`src/rtl/rxs_regs.vh`:
```
`ifndef RXS_REGS_VH
`define RXS_REGS_VH
`define RXS_ADDR_W 8
`define RXS_OFF_CTRL 8'h00
`define RXS_OFF_STAT 8'h04
`define RXS_OFF_FIFO 8'h08
`define RXS_OFF_DATA 8'h0C
`define RXS_OFF_LEVEL 8'h10
`define RXS_CTRL_RECEIVE_ENABLE_BIT 0
`define RXS_CTRL_PASSBAD 16
`define RXS_CTRL_RESET 32'h00000000
`define RXS_ST_ERRFLAG 0
`define RXS_ST_HALTED 1
`define RXS_ST_RUN 2
`define RXS_B_FILT 30
`define RXS_B_LEN_HI 29
`define RXS_B_LEN_LO 16
`define RXS_B_ES 15
`define RXS_B_BCAST 13
`define RXS_B_LENERR 12
`define RXS_B_RUNT 11
`define RXS_B_MCAST 10
`define RXS_B_LONG 7
`define RXS_B_LATE 6
`define RXS_B_TYPE 5
`define RXS_B_WDOG 4
`define RXS_B_MII 3
`define RXS_B_DRIB 2
`define RXS_B_CRC 1
`define RXS_RUNT_BYTES 14'h0040
`define RXS_MAX_BYTES 14'h05EE
`define RXS_TYPE_MIN 16'h05DC
`define RXS_HDR_BYTES 14'h000E
`define RXS_HDR_CRC_BYTES 16'h0012
`define RXS_CTRL_MASK 32'h00FF00FF
`define RXS_WDOG_BYTES 14'h0A00
`define RXS_DRIB_MII 3'h4
`define RXS_DRIB_10M 3'h3
`define RXS_DEPTH 16
`define RXS_PTR_W 4
`define RXS_CNT_W 5
`define RXS_RESP_OKAY 2'h0
`define RXS_RESP_SLVERR 2'h2
`endif

```
`src/rtl/rxs_status.v`:
```
`timescale 1ns/100ps
// Functional notes
// - Status word bits 31, 14, 9:8 and 0 always read zero.
// - Bit 30 set when the frame failed address filtering.
// - Bits 29:16 carry the received frame size in bytes.
// - Bit 15 is the OR of bits 11, 7, 6 and 1.
// - Bit 13 set for a broadcast destination.
// - Bit 12 set when actual length disagrees with the length/type field.
// - Bit 11 marks runts under 64 bytes; runts pass only with pass-bad set.
// - Bit 10 set for a multicast destination.
// - Bit 7 set above 1518 bytes; frame is never truncated for it.
// - Bit 6 set for a collision after the collision window.
// - Bit 5 set when length/type exceeds 1500; clear for runts under 14 bytes.
// - Bit 4 set when the frame is long enough to expire the watchdog.
// - Bit 3 set when receive error was seen during the frame.
// - Bit 2 marks dribble bits: 4 in MII, 3 or more at 10M, not with bit 6.
// - Bit 1 set on CRC mismatch or receive error during the frame.
// - One halted pulse once reception really stops after enable clears.
// - Error flag set on data or status underrun, or status overrun.
// - Reception continues normally after the error flag is set.
// - Status word is pushed only after all frame data is in the data FIFO.
`include "rxs_regs.vh"
module rxs_status (
  input wire clk,
  input wire rst,
  input wire frame_start,
  input wire frame_end,
  input wire [13:0] frame_bytes,
  input wire [15:0] len_type,
  input wire filter_fail,
  input wire dest_bcast,
  input wire dest_mcast,
  input wire late_coll,
  input wire rx_er,
  input wire crc_bad,
  input wire [2:0] extra_bits,
  input wire mode_10m,
  input wire data_done,
  input wire data_underrun,
  output wire rx_busy_ok,
  output reg receive_enable_bit_q,
  output reg receiver_halted_pulse_q,
  output reg receive_error_flag_q,
  input wire [7:0] s_axi_awaddr,
  input wire s_axi_awvalid,
  output wire s_axi_awready,
  input wire [31:0] s_axi_wdata,
  input wire [3:0] s_axi_wstrb,
  input wire s_axi_wvalid,
  output wire s_axi_wready,
  output reg [1:0] s_axi_bresp,
  output reg s_axi_bvalid,
  input wire s_axi_bready,
  input wire [7:0] s_axi_araddr,
  input wire s_axi_arvalid,
  output wire s_axi_arready,
  output reg [31:0] s_axi_rdata,
  output reg [1:0] s_axi_rresp,
  output reg s_axi_rvalid,
  input wire s_axi_rready
);
  localparam ST_IDLE = 2'h0;
  localparam ST_FRAME = 2'h1;
  localparam ST_WAIT = 2'h2;

  reg [1:0] state_q;
  reg [31:0] ctrl_q;
  reg in_frame_q;
  reg mii_seen_q;
  reg [31:0] word_q;
  reg word_pend_q;
  reg halted_q;
  reg [31:0] mem_q [0:`RXS_DEPTH-1];
  reg [`RXS_PTR_W-1:0] wp_q;
  reg [`RXS_PTR_W-1:0] rp_q;
  reg [`RXS_CNT_W-1:0] cnt_q;
  reg aw_q;
  reg w_q;
  reg [7:0] awa_q;
  reg [31:0] wd_q;
  reg [3:0] ws_q;

  wire runt;
  wire too_long;
  wire is_type;
  wire len_err;
  wire wdog;
  wire drib;
  wire crc_e;
  wire [31:0] word_d;
  wire push;
  wire full;
  wire deliver;
  wire wr_go;
  wire rd_go;
  wire fifo_pop;
  wire stat_under;
  wire push_ok;
  wire err_clr;
  wire fifo_empty;
  reg [31:0] ctrl_d;
  reg [1:0] bresp_d;
  reg [31:0] rdata_d;
  reg [1:0] rresp_d;

  wire [7:0] wa;
  wire [31:0] wd;
  wire [3:0] ws;
  wire receive_enable_bit;
  assign receive_enable_bit = ctrl_q[`RXS_CTRL_RECEIVE_ENABLE_BIT];
  assign rx_busy_ok = receive_enable_bit | in_frame_q;
  assign runt = frame_bytes < `RXS_RUNT_BYTES;
  assign too_long = frame_bytes > `RXS_MAX_BYTES;
  assign is_type = (len_type > `RXS_TYPE_MIN) & (frame_bytes >= `RXS_HDR_BYTES);
  // Only 802.3 length frames can carry a mismatch; payload is total less header and CRC.
  assign len_err = ~is_type & (frame_bytes >= `RXS_HDR_BYTES) &
    ({2'h0, len_type[13:0]} != ({2'h0, frame_bytes} - `RXS_HDR_CRC_BYTES));

  assign wdog = frame_bytes >= `RXS_WDOG_BYTES;
  assign drib = ~late_coll & (mode_10m ? (extra_bits >= `RXS_DRIB_10M) :
    (extra_bits == `RXS_DRIB_MII));
  assign crc_e = crc_bad | mii_seen_q | rx_er;

  // Status bits are taken from the inputs at the frame_end edge, except bits 3, 1 and 15 also count receive errors latched earlier in the frame.
  assign word_d = {1'b0,
    filter_fail,
    frame_bytes,
    runt | too_long | late_coll | crc_e,
    1'b0,
    dest_bcast,
    len_err,
    runt,
    dest_mcast,
    2'h0,
    too_long,
    late_coll,
    is_type,
    wdog,
    mii_seen_q | rx_er,
    drib,
    crc_e,
    1'b0};
  // Runts are dropped unless pass-bad is set, so they never reach the status FIFO.
  assign deliver = ~runt | ctrl_q[`RXS_CTRL_PASSBAD];
  assign full = cnt_q == `RXS_DEPTH;
  assign push = word_pend_q & data_done;
  assign push_ok = push & ~full;

  assign wa = aw_q ? awa_q : s_axi_awaddr;
  assign wd = w_q ? wd_q : s_axi_wdata;
  assign ws = w_q ? ws_q : s_axi_wstrb;

  // A second write is refused until the host has taken the response.
  assign s_axi_awready = ~aw_q & ~s_axi_bvalid;
  assign s_axi_wready = ~w_q & ~s_axi_bvalid;
  assign wr_go = (aw_q | s_axi_awvalid) & (w_q | s_axi_wvalid) & ~s_axi_bvalid;
  assign s_axi_arready = ~s_axi_rvalid;
  assign rd_go = s_axi_arvalid & ~s_axi_rvalid;
  assign fifo_empty = cnt_q == {`RXS_CNT_W{1'b0}};
  assign fifo_pop = rd_go & (s_axi_araddr == `RXS_OFF_FIFO) & ~fifo_empty;
  assign stat_under = rd_go & (s_axi_araddr == `RXS_OFF_FIFO) & fifo_empty;
  assign err_clr = wr_go & (wa == `RXS_OFF_STAT) & ws[0] & wd[`RXS_ST_ERRFLAG];

  // Frame machine: idle, receiving, then waiting for the data side to finish the frame.
  // The halted pulse fires only from idle, so a frame in flight always completes first.
  always @(posedge clk or posedge rst) begin
    if (rst) begin
      state_q <= ST_IDLE;
      in_frame_q <= 1'b0;
      mii_seen_q <= 1'b0;
      word_q <= 32'h00000000;
      word_pend_q <= 1'b0;
      halted_q <= 1'b1;
      receive_enable_bit_q <= 1'b0;
      receiver_halted_pulse_q <= 1'b0;
    end else begin
      receive_enable_bit_q <= receive_enable_bit;
      receiver_halted_pulse_q <= 1'b0;
      case (state_q)
        ST_IDLE: begin
          if (frame_start & receive_enable_bit) begin
            state_q <= ST_FRAME;
            in_frame_q <= 1'b1;
            mii_seen_q <= 1'b0;
            halted_q <= 1'b0;
          end else if (~receive_enable_bit & ~halted_q) begin
            halted_q <= 1'b1;
            receiver_halted_pulse_q <= 1'b1;
          end else if (receive_enable_bit) begin
            halted_q <= 1'b0;
          end
        end
        ST_FRAME: begin
          if (rx_er) begin
            mii_seen_q <= 1'b1;
          end
          if (frame_end) begin
            in_frame_q <= 1'b0;
            if (deliver) begin
              word_q <= word_d;
              word_pend_q <= 1'b1;
              state_q <= ST_WAIT;
            end else begin
              state_q <= ST_IDLE;
            end
          end
        end
        ST_WAIT: begin
          if (push) begin
            word_pend_q <= 1'b0;
            state_q <= ST_IDLE;
          end
        end
        default: begin
          state_q <= ST_IDLE;
        end
      endcase
    end
  end

  // Pointers and level sit apart from the frame machine, so a pop never waits on it.
  always @(posedge clk or posedge rst) begin
    if (rst) begin
      wp_q <= {`RXS_PTR_W{1'b0}};
      rp_q <= {`RXS_PTR_W{1'b0}};
      cnt_q <= {`RXS_CNT_W{1'b0}};
    end else begin
      // An overrun drops the word but the receiver carries on.
      if (push_ok) begin
        wp_q <= wp_q + 4'h1;
      end
      if (fifo_pop) begin
        rp_q <= rp_q + 4'h1;
      end
      if (push_ok & ~fifo_pop) begin
        cnt_q <= cnt_q + 5'h01;
      end else if (~push_ok & fifo_pop) begin
        cnt_q <= cnt_q - 5'h01;
      end
    end
  end

  // The flag is sticky; a new event beats a software clear in the same cycle.
  always @(posedge clk or posedge rst) begin
    if (rst) begin
      receive_error_flag_q <= 1'b0;
    end else if (data_underrun | stat_under | (push & full)) begin
      receive_error_flag_q <= 1'b1;
    end else if (err_clr) begin
      receive_error_flag_q <= 1'b0;
    end
  end

  // The word store has no reset; only entries below the level are ever read.
  always @(posedge clk) begin
    if (push_ok) begin
      mem_q[wp_q] <= word_q;
    end
  end

  // Address and data may arrive in either order; each is parked until its partner comes.
  always @(posedge clk or posedge rst) begin
    if (rst) begin
      aw_q <= 1'b0;
      w_q <= 1'b0;
      awa_q <= 8'h00;
      wd_q <= 32'h00000000;
      ws_q <= 4'h0;
    end else if (wr_go) begin
      aw_q <= 1'b0;
      w_q <= 1'b0;
    end else begin
      if (s_axi_awvalid & s_axi_awready) begin
        aw_q <= 1'b1;
        awa_q <= s_axi_awaddr;
      end
      if (s_axi_wvalid & s_axi_wready) begin
        w_q <= 1'b1;
        wd_q <= s_axi_wdata;
        ws_q <= s_axi_wstrb;
      end
    end
  end

  // Only byte lanes 0 and 2 hold control bits; the other lanes are ignored on write.
  always @* begin
    ctrl_d = ctrl_q;
    if (wr_go & (wa == `RXS_OFF_CTRL)) begin
      if (ws[0]) begin
        ctrl_d[7:0] = wd[7:0];
      end
      if (ws[2]) begin
        ctrl_d[23:16] = wd[23:16];
      end
    end
  end

  always @(posedge clk or posedge rst) begin
    if (rst) begin
      ctrl_q <= `RXS_CTRL_RESET;
    end else begin
      ctrl_q <= ctrl_d;
    end
  end

  // Unmapped writes are answered with an error and change nothing.
  always @* begin
    if (wa == `RXS_OFF_CTRL) begin
      bresp_d = `RXS_RESP_OKAY;
    end else if (wa == `RXS_OFF_STAT) begin
      bresp_d = `RXS_RESP_OKAY;
    end else begin
      bresp_d = `RXS_RESP_SLVERR;
    end
  end

  always @(posedge clk or posedge rst) begin
    if (rst) begin
      s_axi_bvalid <= 1'b0;
      s_axi_bresp <= `RXS_RESP_OKAY;
    end else if (wr_go) begin
      s_axi_bvalid <= 1'b1;
      s_axi_bresp <= bresp_d;
    end else if (s_axi_bvalid & s_axi_bready) begin
      s_axi_bvalid <= 1'b0;
    end
  end

  // Read data is chosen here and registered below, so the bus always sees a flop.
  // An empty pop reads zero; the underrun itself is reported through the error flag.
  always @* begin
    rdata_d = 32'h00000000;
    rresp_d = `RXS_RESP_OKAY;
    if (s_axi_araddr == `RXS_OFF_CTRL) begin
      rdata_d = ctrl_q & `RXS_CTRL_MASK;
    end else if (s_axi_araddr == `RXS_OFF_STAT) begin
      rdata_d = {29'h00000000, rx_busy_ok, halted_q, receive_error_flag_q};
    end else if (s_axi_araddr == `RXS_OFF_FIFO) begin
      rdata_d = fifo_empty ? 32'h00000000 : mem_q[rp_q];
    end else if (s_axi_araddr == `RXS_OFF_LEVEL) begin
      rdata_d = {27'h0000000, cnt_q};
    end else begin
      rresp_d = `RXS_RESP_SLVERR;
    end
  end

  always @(posedge clk or posedge rst) begin
    if (rst) begin
      s_axi_rvalid <= 1'b0;
      s_axi_rdata <= 32'h00000000;
      s_axi_rresp <= `RXS_RESP_OKAY;
    end else if (rd_go) begin
      s_axi_rvalid <= 1'b1;
      s_axi_rdata <= rdata_d;
      s_axi_rresp <= rresp_d;
    end else if (s_axi_rvalid & s_axi_rready) begin
      s_axi_rvalid <= 1'b0;
    end
  end

endmodule // rxs_status

```
`config.mk`:
```
export PLATFORM = sky130hd
export DESIGN_NAME = rxs_status
export DESIGN_NICKNAME = d
export VERILOG_FILES = /design/src/rtl/rxs_status.v
export VERILOG_INCLUDE_DIRS = /design/src /design/src/rtl
export SDC_FILE = /design/constraint.sdc
export NUM_CORES = 1
export LEC_CHECK = 0
export BUFFER_PORTS_ARGS = -buffer_cell sky130_fd_sc_hd__buf_2
export CAP_MARGIN = 10
export CORE_UTILIZATION = 55
export DETAILED_ROUTE_END_ITERATION = 16
export PLACE_DENSITY = 0.73
export SYNTH_ARGS = -nofsm -noshare
export SYNTH_HDL_FRONTEND = slang
export SYNTH_SLANG_ARGS = --single-unit
```
`constraint.sdc`:
```
create_clock -name clk -period 4.6 [get_ports clk]
set_input_delay 0.23 -clock clk [delete_from_list [all_inputs] [get_ports clk]]
set_output_delay 0.23 -clock clk [all_outputs]
set_load 0.03 [all_outputs]
```
==> impl_metrics.sql <==
INSERT INTO impl_metrics (metric_group, metric, value, unit) VALUES
('outcome', 'run_status', 'complete, no violations', ''),
('routing', 'detail-route-antenna-nets', '0', ''),
('finish', 'layout.cells.most_common', 'edfxtp_1', ''),
('clock_network', 'path_clk_slew', '0.06', 'ns'),
('worst_setup_path', 'r2r-start', 'cnt_q[0]', ''),
('power', 'total_leakage_power', '0.00922', 'uW'),
('logic_synthesis', 'postSynth.asyncResetShare', '0.224', ''),
('routing', 'initialDrtViolationCount', '1163', ''),
('job', 'maxCapViolations', '0', ''),
('power', 'power_density', '498', 'nW/um2'),
('finish', 'areaGrowthSynthToFinish', '15.6', '%'),
('timing', 'rsz0062_at_grt', 'no', ''),
('worst_setup_path', 'cp-startpoint', 'cnt_q[0]', ''),
('timing', 'timing.max_slew.rel_slack', '0.253', ''),
('worst_setup_path', 'critical_path.top_delay_family', 'simple AND/OR/NAND/NOR gates', ''),
('routing', 'dr_total_vias', '12221', ''),
('worst_setup_path', 'worst-endpoint-arrival', '3.57', 'ns'),
('global_routing', 'global_route_met3_usage', '0.0479', ''),
('global_routing', 'globalRoute.totalOverflow', '0', ''),
('clock_network', 'worstSkewPairLatency', '0.59', 'ns'),
('global_routing', 'largest_net_degree_at_the_start_of_global_routing', '82', ''),
('timing', 'setup_violations', '0', ''),
('placed_design', 'place_hpwl', '29600', 'um'),
('finish', 'num_antenna_cells', '0', ''),
('power', 'report.power.total', '13100', 'uW'),
('timing', 'final.min_clock_period', '3.31', 'ns'),
('global_routing', 'vias_in_the_first_global_route', '12423', ''),
('finish', 'most-common-layout-cells', '432 x edfxtp_1, 124 x mux4_2, 123 x buf_2', ''),
('global_routing', 'grt_first_pass_wirelength', '73800', 'um'),
('global_routing', 'grt_antenna_before_repair', '0', ''),
('global_routing', 'grt_use_met2', '0.406', ''),
('logic_synthesis', 'syn_area', '22700', 'um2'),
('floorplanning', 'initial_core_util', '0.557', ''),
('global_routing', 'grt_util_all_layers', '0.241', ''),
('floorplanning', 'die_w', '205', 'um'),
('clock_network', 'ctsHtreeMaxLevel', '2', ''),
('worst_setup_path', 'crit-reg2reg-capture', 'mem_q[3][6]', ''),
('worst_setup_path', 'cp-endpoint', 'mem_q[3][6]', ''),
('timing', 'fmax', '302', 'MHz'),
('logic_synthesis', 'ys_warn_count', '0', ''),
('worst_setup_path', 'setup.worst_path.class', 'flop to flop', ''),
('timing', 'slew_at_the_pin_with_the_worst_max_slew_slack', '1.12', 'ns'),
('logic_synthesis', 'synth_flop_cell', 'edfxtp_1', ''),
('worst_setup_path', 'timing.critical_path.fanout_max', '11', ''),
('finish', 'nets', '1566', ''),
('clock_network', 'cts_tree', 'yes', ''),
('routing', 'post_drt_via_cell_ratio', '6.03', ''),
('routing', 'drtPass1Iterations', '5', ''),
('worst_setup_path', 'crit_path_buffers_inverters', '1', ''),
('power', 'max-vdd-ir-drop', '0.000258', 'V'),
('placed_design', 'port-buffer-count', '123', ''),
('finish', 'instances_no_fill', '2027', ''),
('floorplanning', 'chipHeight', '205', 'um'),
('clock_network', 'cts_made_buffers', '53', ''),
('clock_network', 'cts.sink_count', '557', ''),
('worst_setup_path', 'worst_setup_path_start_kind', 'flop', ''),
('timing', 'report.final.hold_viol_count', '0', ''),
('worst_setup_path', 'critical_path_required', '4.86', 'ns'),
('worst_setup_path', 'critPathCaptureType', 'flop', ''),
('logic_synthesis', 'synth_cells', '1254', ''),
('logic_synthesis', 'seq_area_frac_synth', '0.709', ''),
('floorplanning', 'design.portCount', '148', ''),
('clock_network', 'cts_resized', '0', ''),
('logic_synthesis', 'postSynthRegisterBits', '557', ''),
('global_routing', 'grt.busiest_layer', 'met2', ''),
('timing', 'tns', '0', 'ns'),
('clock_network', 'clockBufferDepth', '3', ''),
('placed_design', 'place_congestion', '0.822', ''),
('clock_network', 'clk_root_buffer_cell', 'clkbuf_16', ''),
('worst_setup_path', 'worst_path_largest_cell_delay', '0.84', 'ns'),
('floorplanning', 'number_of_core_rows', '74', '');
==> area by class of cell <==
type,instances,area [um2]
clock buffer,68,1480
clock inverter,31,250
fill,2769,14500
inverter,22,87.6
multi-input combinational,607,6250
sequential,557,16100
tap,532,666
timing repair buffer,210,1410
==> flip-flops by register name (all words and copies together), names as in the netlist, 2 cells and up <==
| signal | cells |
|---|---|
| mem_q | 432 |
| s_axi_rdata | 28 |
| word_q | 27 |
| ctrl_q | 16 |
| wd_q | 16 |
| awa_q | 8 |
| cnt_q | 5 |
| rp_q | 4 |
| wp_q | 4 |
| state_q | 2 |
| ws_q | 2 |
==> power by group <==
part	internal, uW	switching (uW)
combinational	739	956
clock	2480	1810
sequential	6430	665
==> cell usage after synthesis (13+ instances only) <==
cell type,n,area (um2)
inv_1,22,82.6
nand3_1,18,90.1
o211ai_1,13,97.6
mux4_2,124,2790
o21ai_0,29,145
a21oi_1,41,205
dfrtp_1,124,3100
mux2i_1,19,190
edfxtp_1,432,13000
nor2_1,55,206
mux2_2,82,923
clkbuf_1,34,128
buf_4,15,113
nand2_1,77,289
xnor2_1,14,123
nor3_1,13,65.1
==> what timing repair did <==
item,CTS,global route
hold buffers,52,0
endpoints found under the hold margin,129,0
setup buffers,0,0
setup endpoints to repair,0,0
==> per-layer routing <==
| layer | share of wire | wire (um) | vias up |
|---|---|---|---|
| met5 | 0 | 0 | - |
| met4 | 0.017 | 857 | 0 |
| met3 | 0.077 | 3810 | 72 |
| met2 | 0.51 | 24900 | 517 |
| met1 | 0.40 | 19700 | 6293 |
| li1 | - | - | 5339 |
==> worst register-to-register path: stages (launching register included) <==
cell	delay (ns)
dfrtp_1	0.46
nor4_1	0.09
a21oi_1	0.75
nand2_1	0.48
nor3_2	0.84
buf_4	0.37
==> through the flow <==
stage	hold WS, ns	setup WS (ns)	area (um2)
floorplan	0.326	1.04	22700
global placement	0.416	1.38	24000
detailed placement	0.424	1.35	24000
CTS	0.00400	1.24	26200
global route	0.0128	1.10	26200
finish	0.0209	1.29	26200
==> worst min-delay path by stage <==
stage          cells after the start             from      endpoint
2_1_floorplan                      1     s_axi_bready  s_axi_bvalid
3_3_place_gp                       2     s_axi_bready  s_axi_bvalid
3_5_place_dp                       2     s_axi_rready  s_axi_rvalid
4_1_cts                            3   frame_bytes[5]    word_q[21]
5_1_grt                            2  frame_bytes[10]    word_q[26]
6_report                           2  frame_bytes[10]    word_q[26]
==> cells by family (layout without fill, tap and decap cells) <==
family | count (synthesis) | count (layout) | share of synthesized area
AOI/OAI and AO/OA | 127 | 127 | 0.0357
xor gates and xnor gates | 25 | 25 | 0.00965
adders and majority gates | 13 | 13 | 0.00739
buffers and inverters | 95 | 331 | 0.0214
DFF | 557 | 557 | 0.709
muxes | 225 | 225 | 0.172
other | 1 | 6 | 0.000165
and+or+nand+nor | 211 | 211 | 0.0442
(Power assumes the default switching activity.)
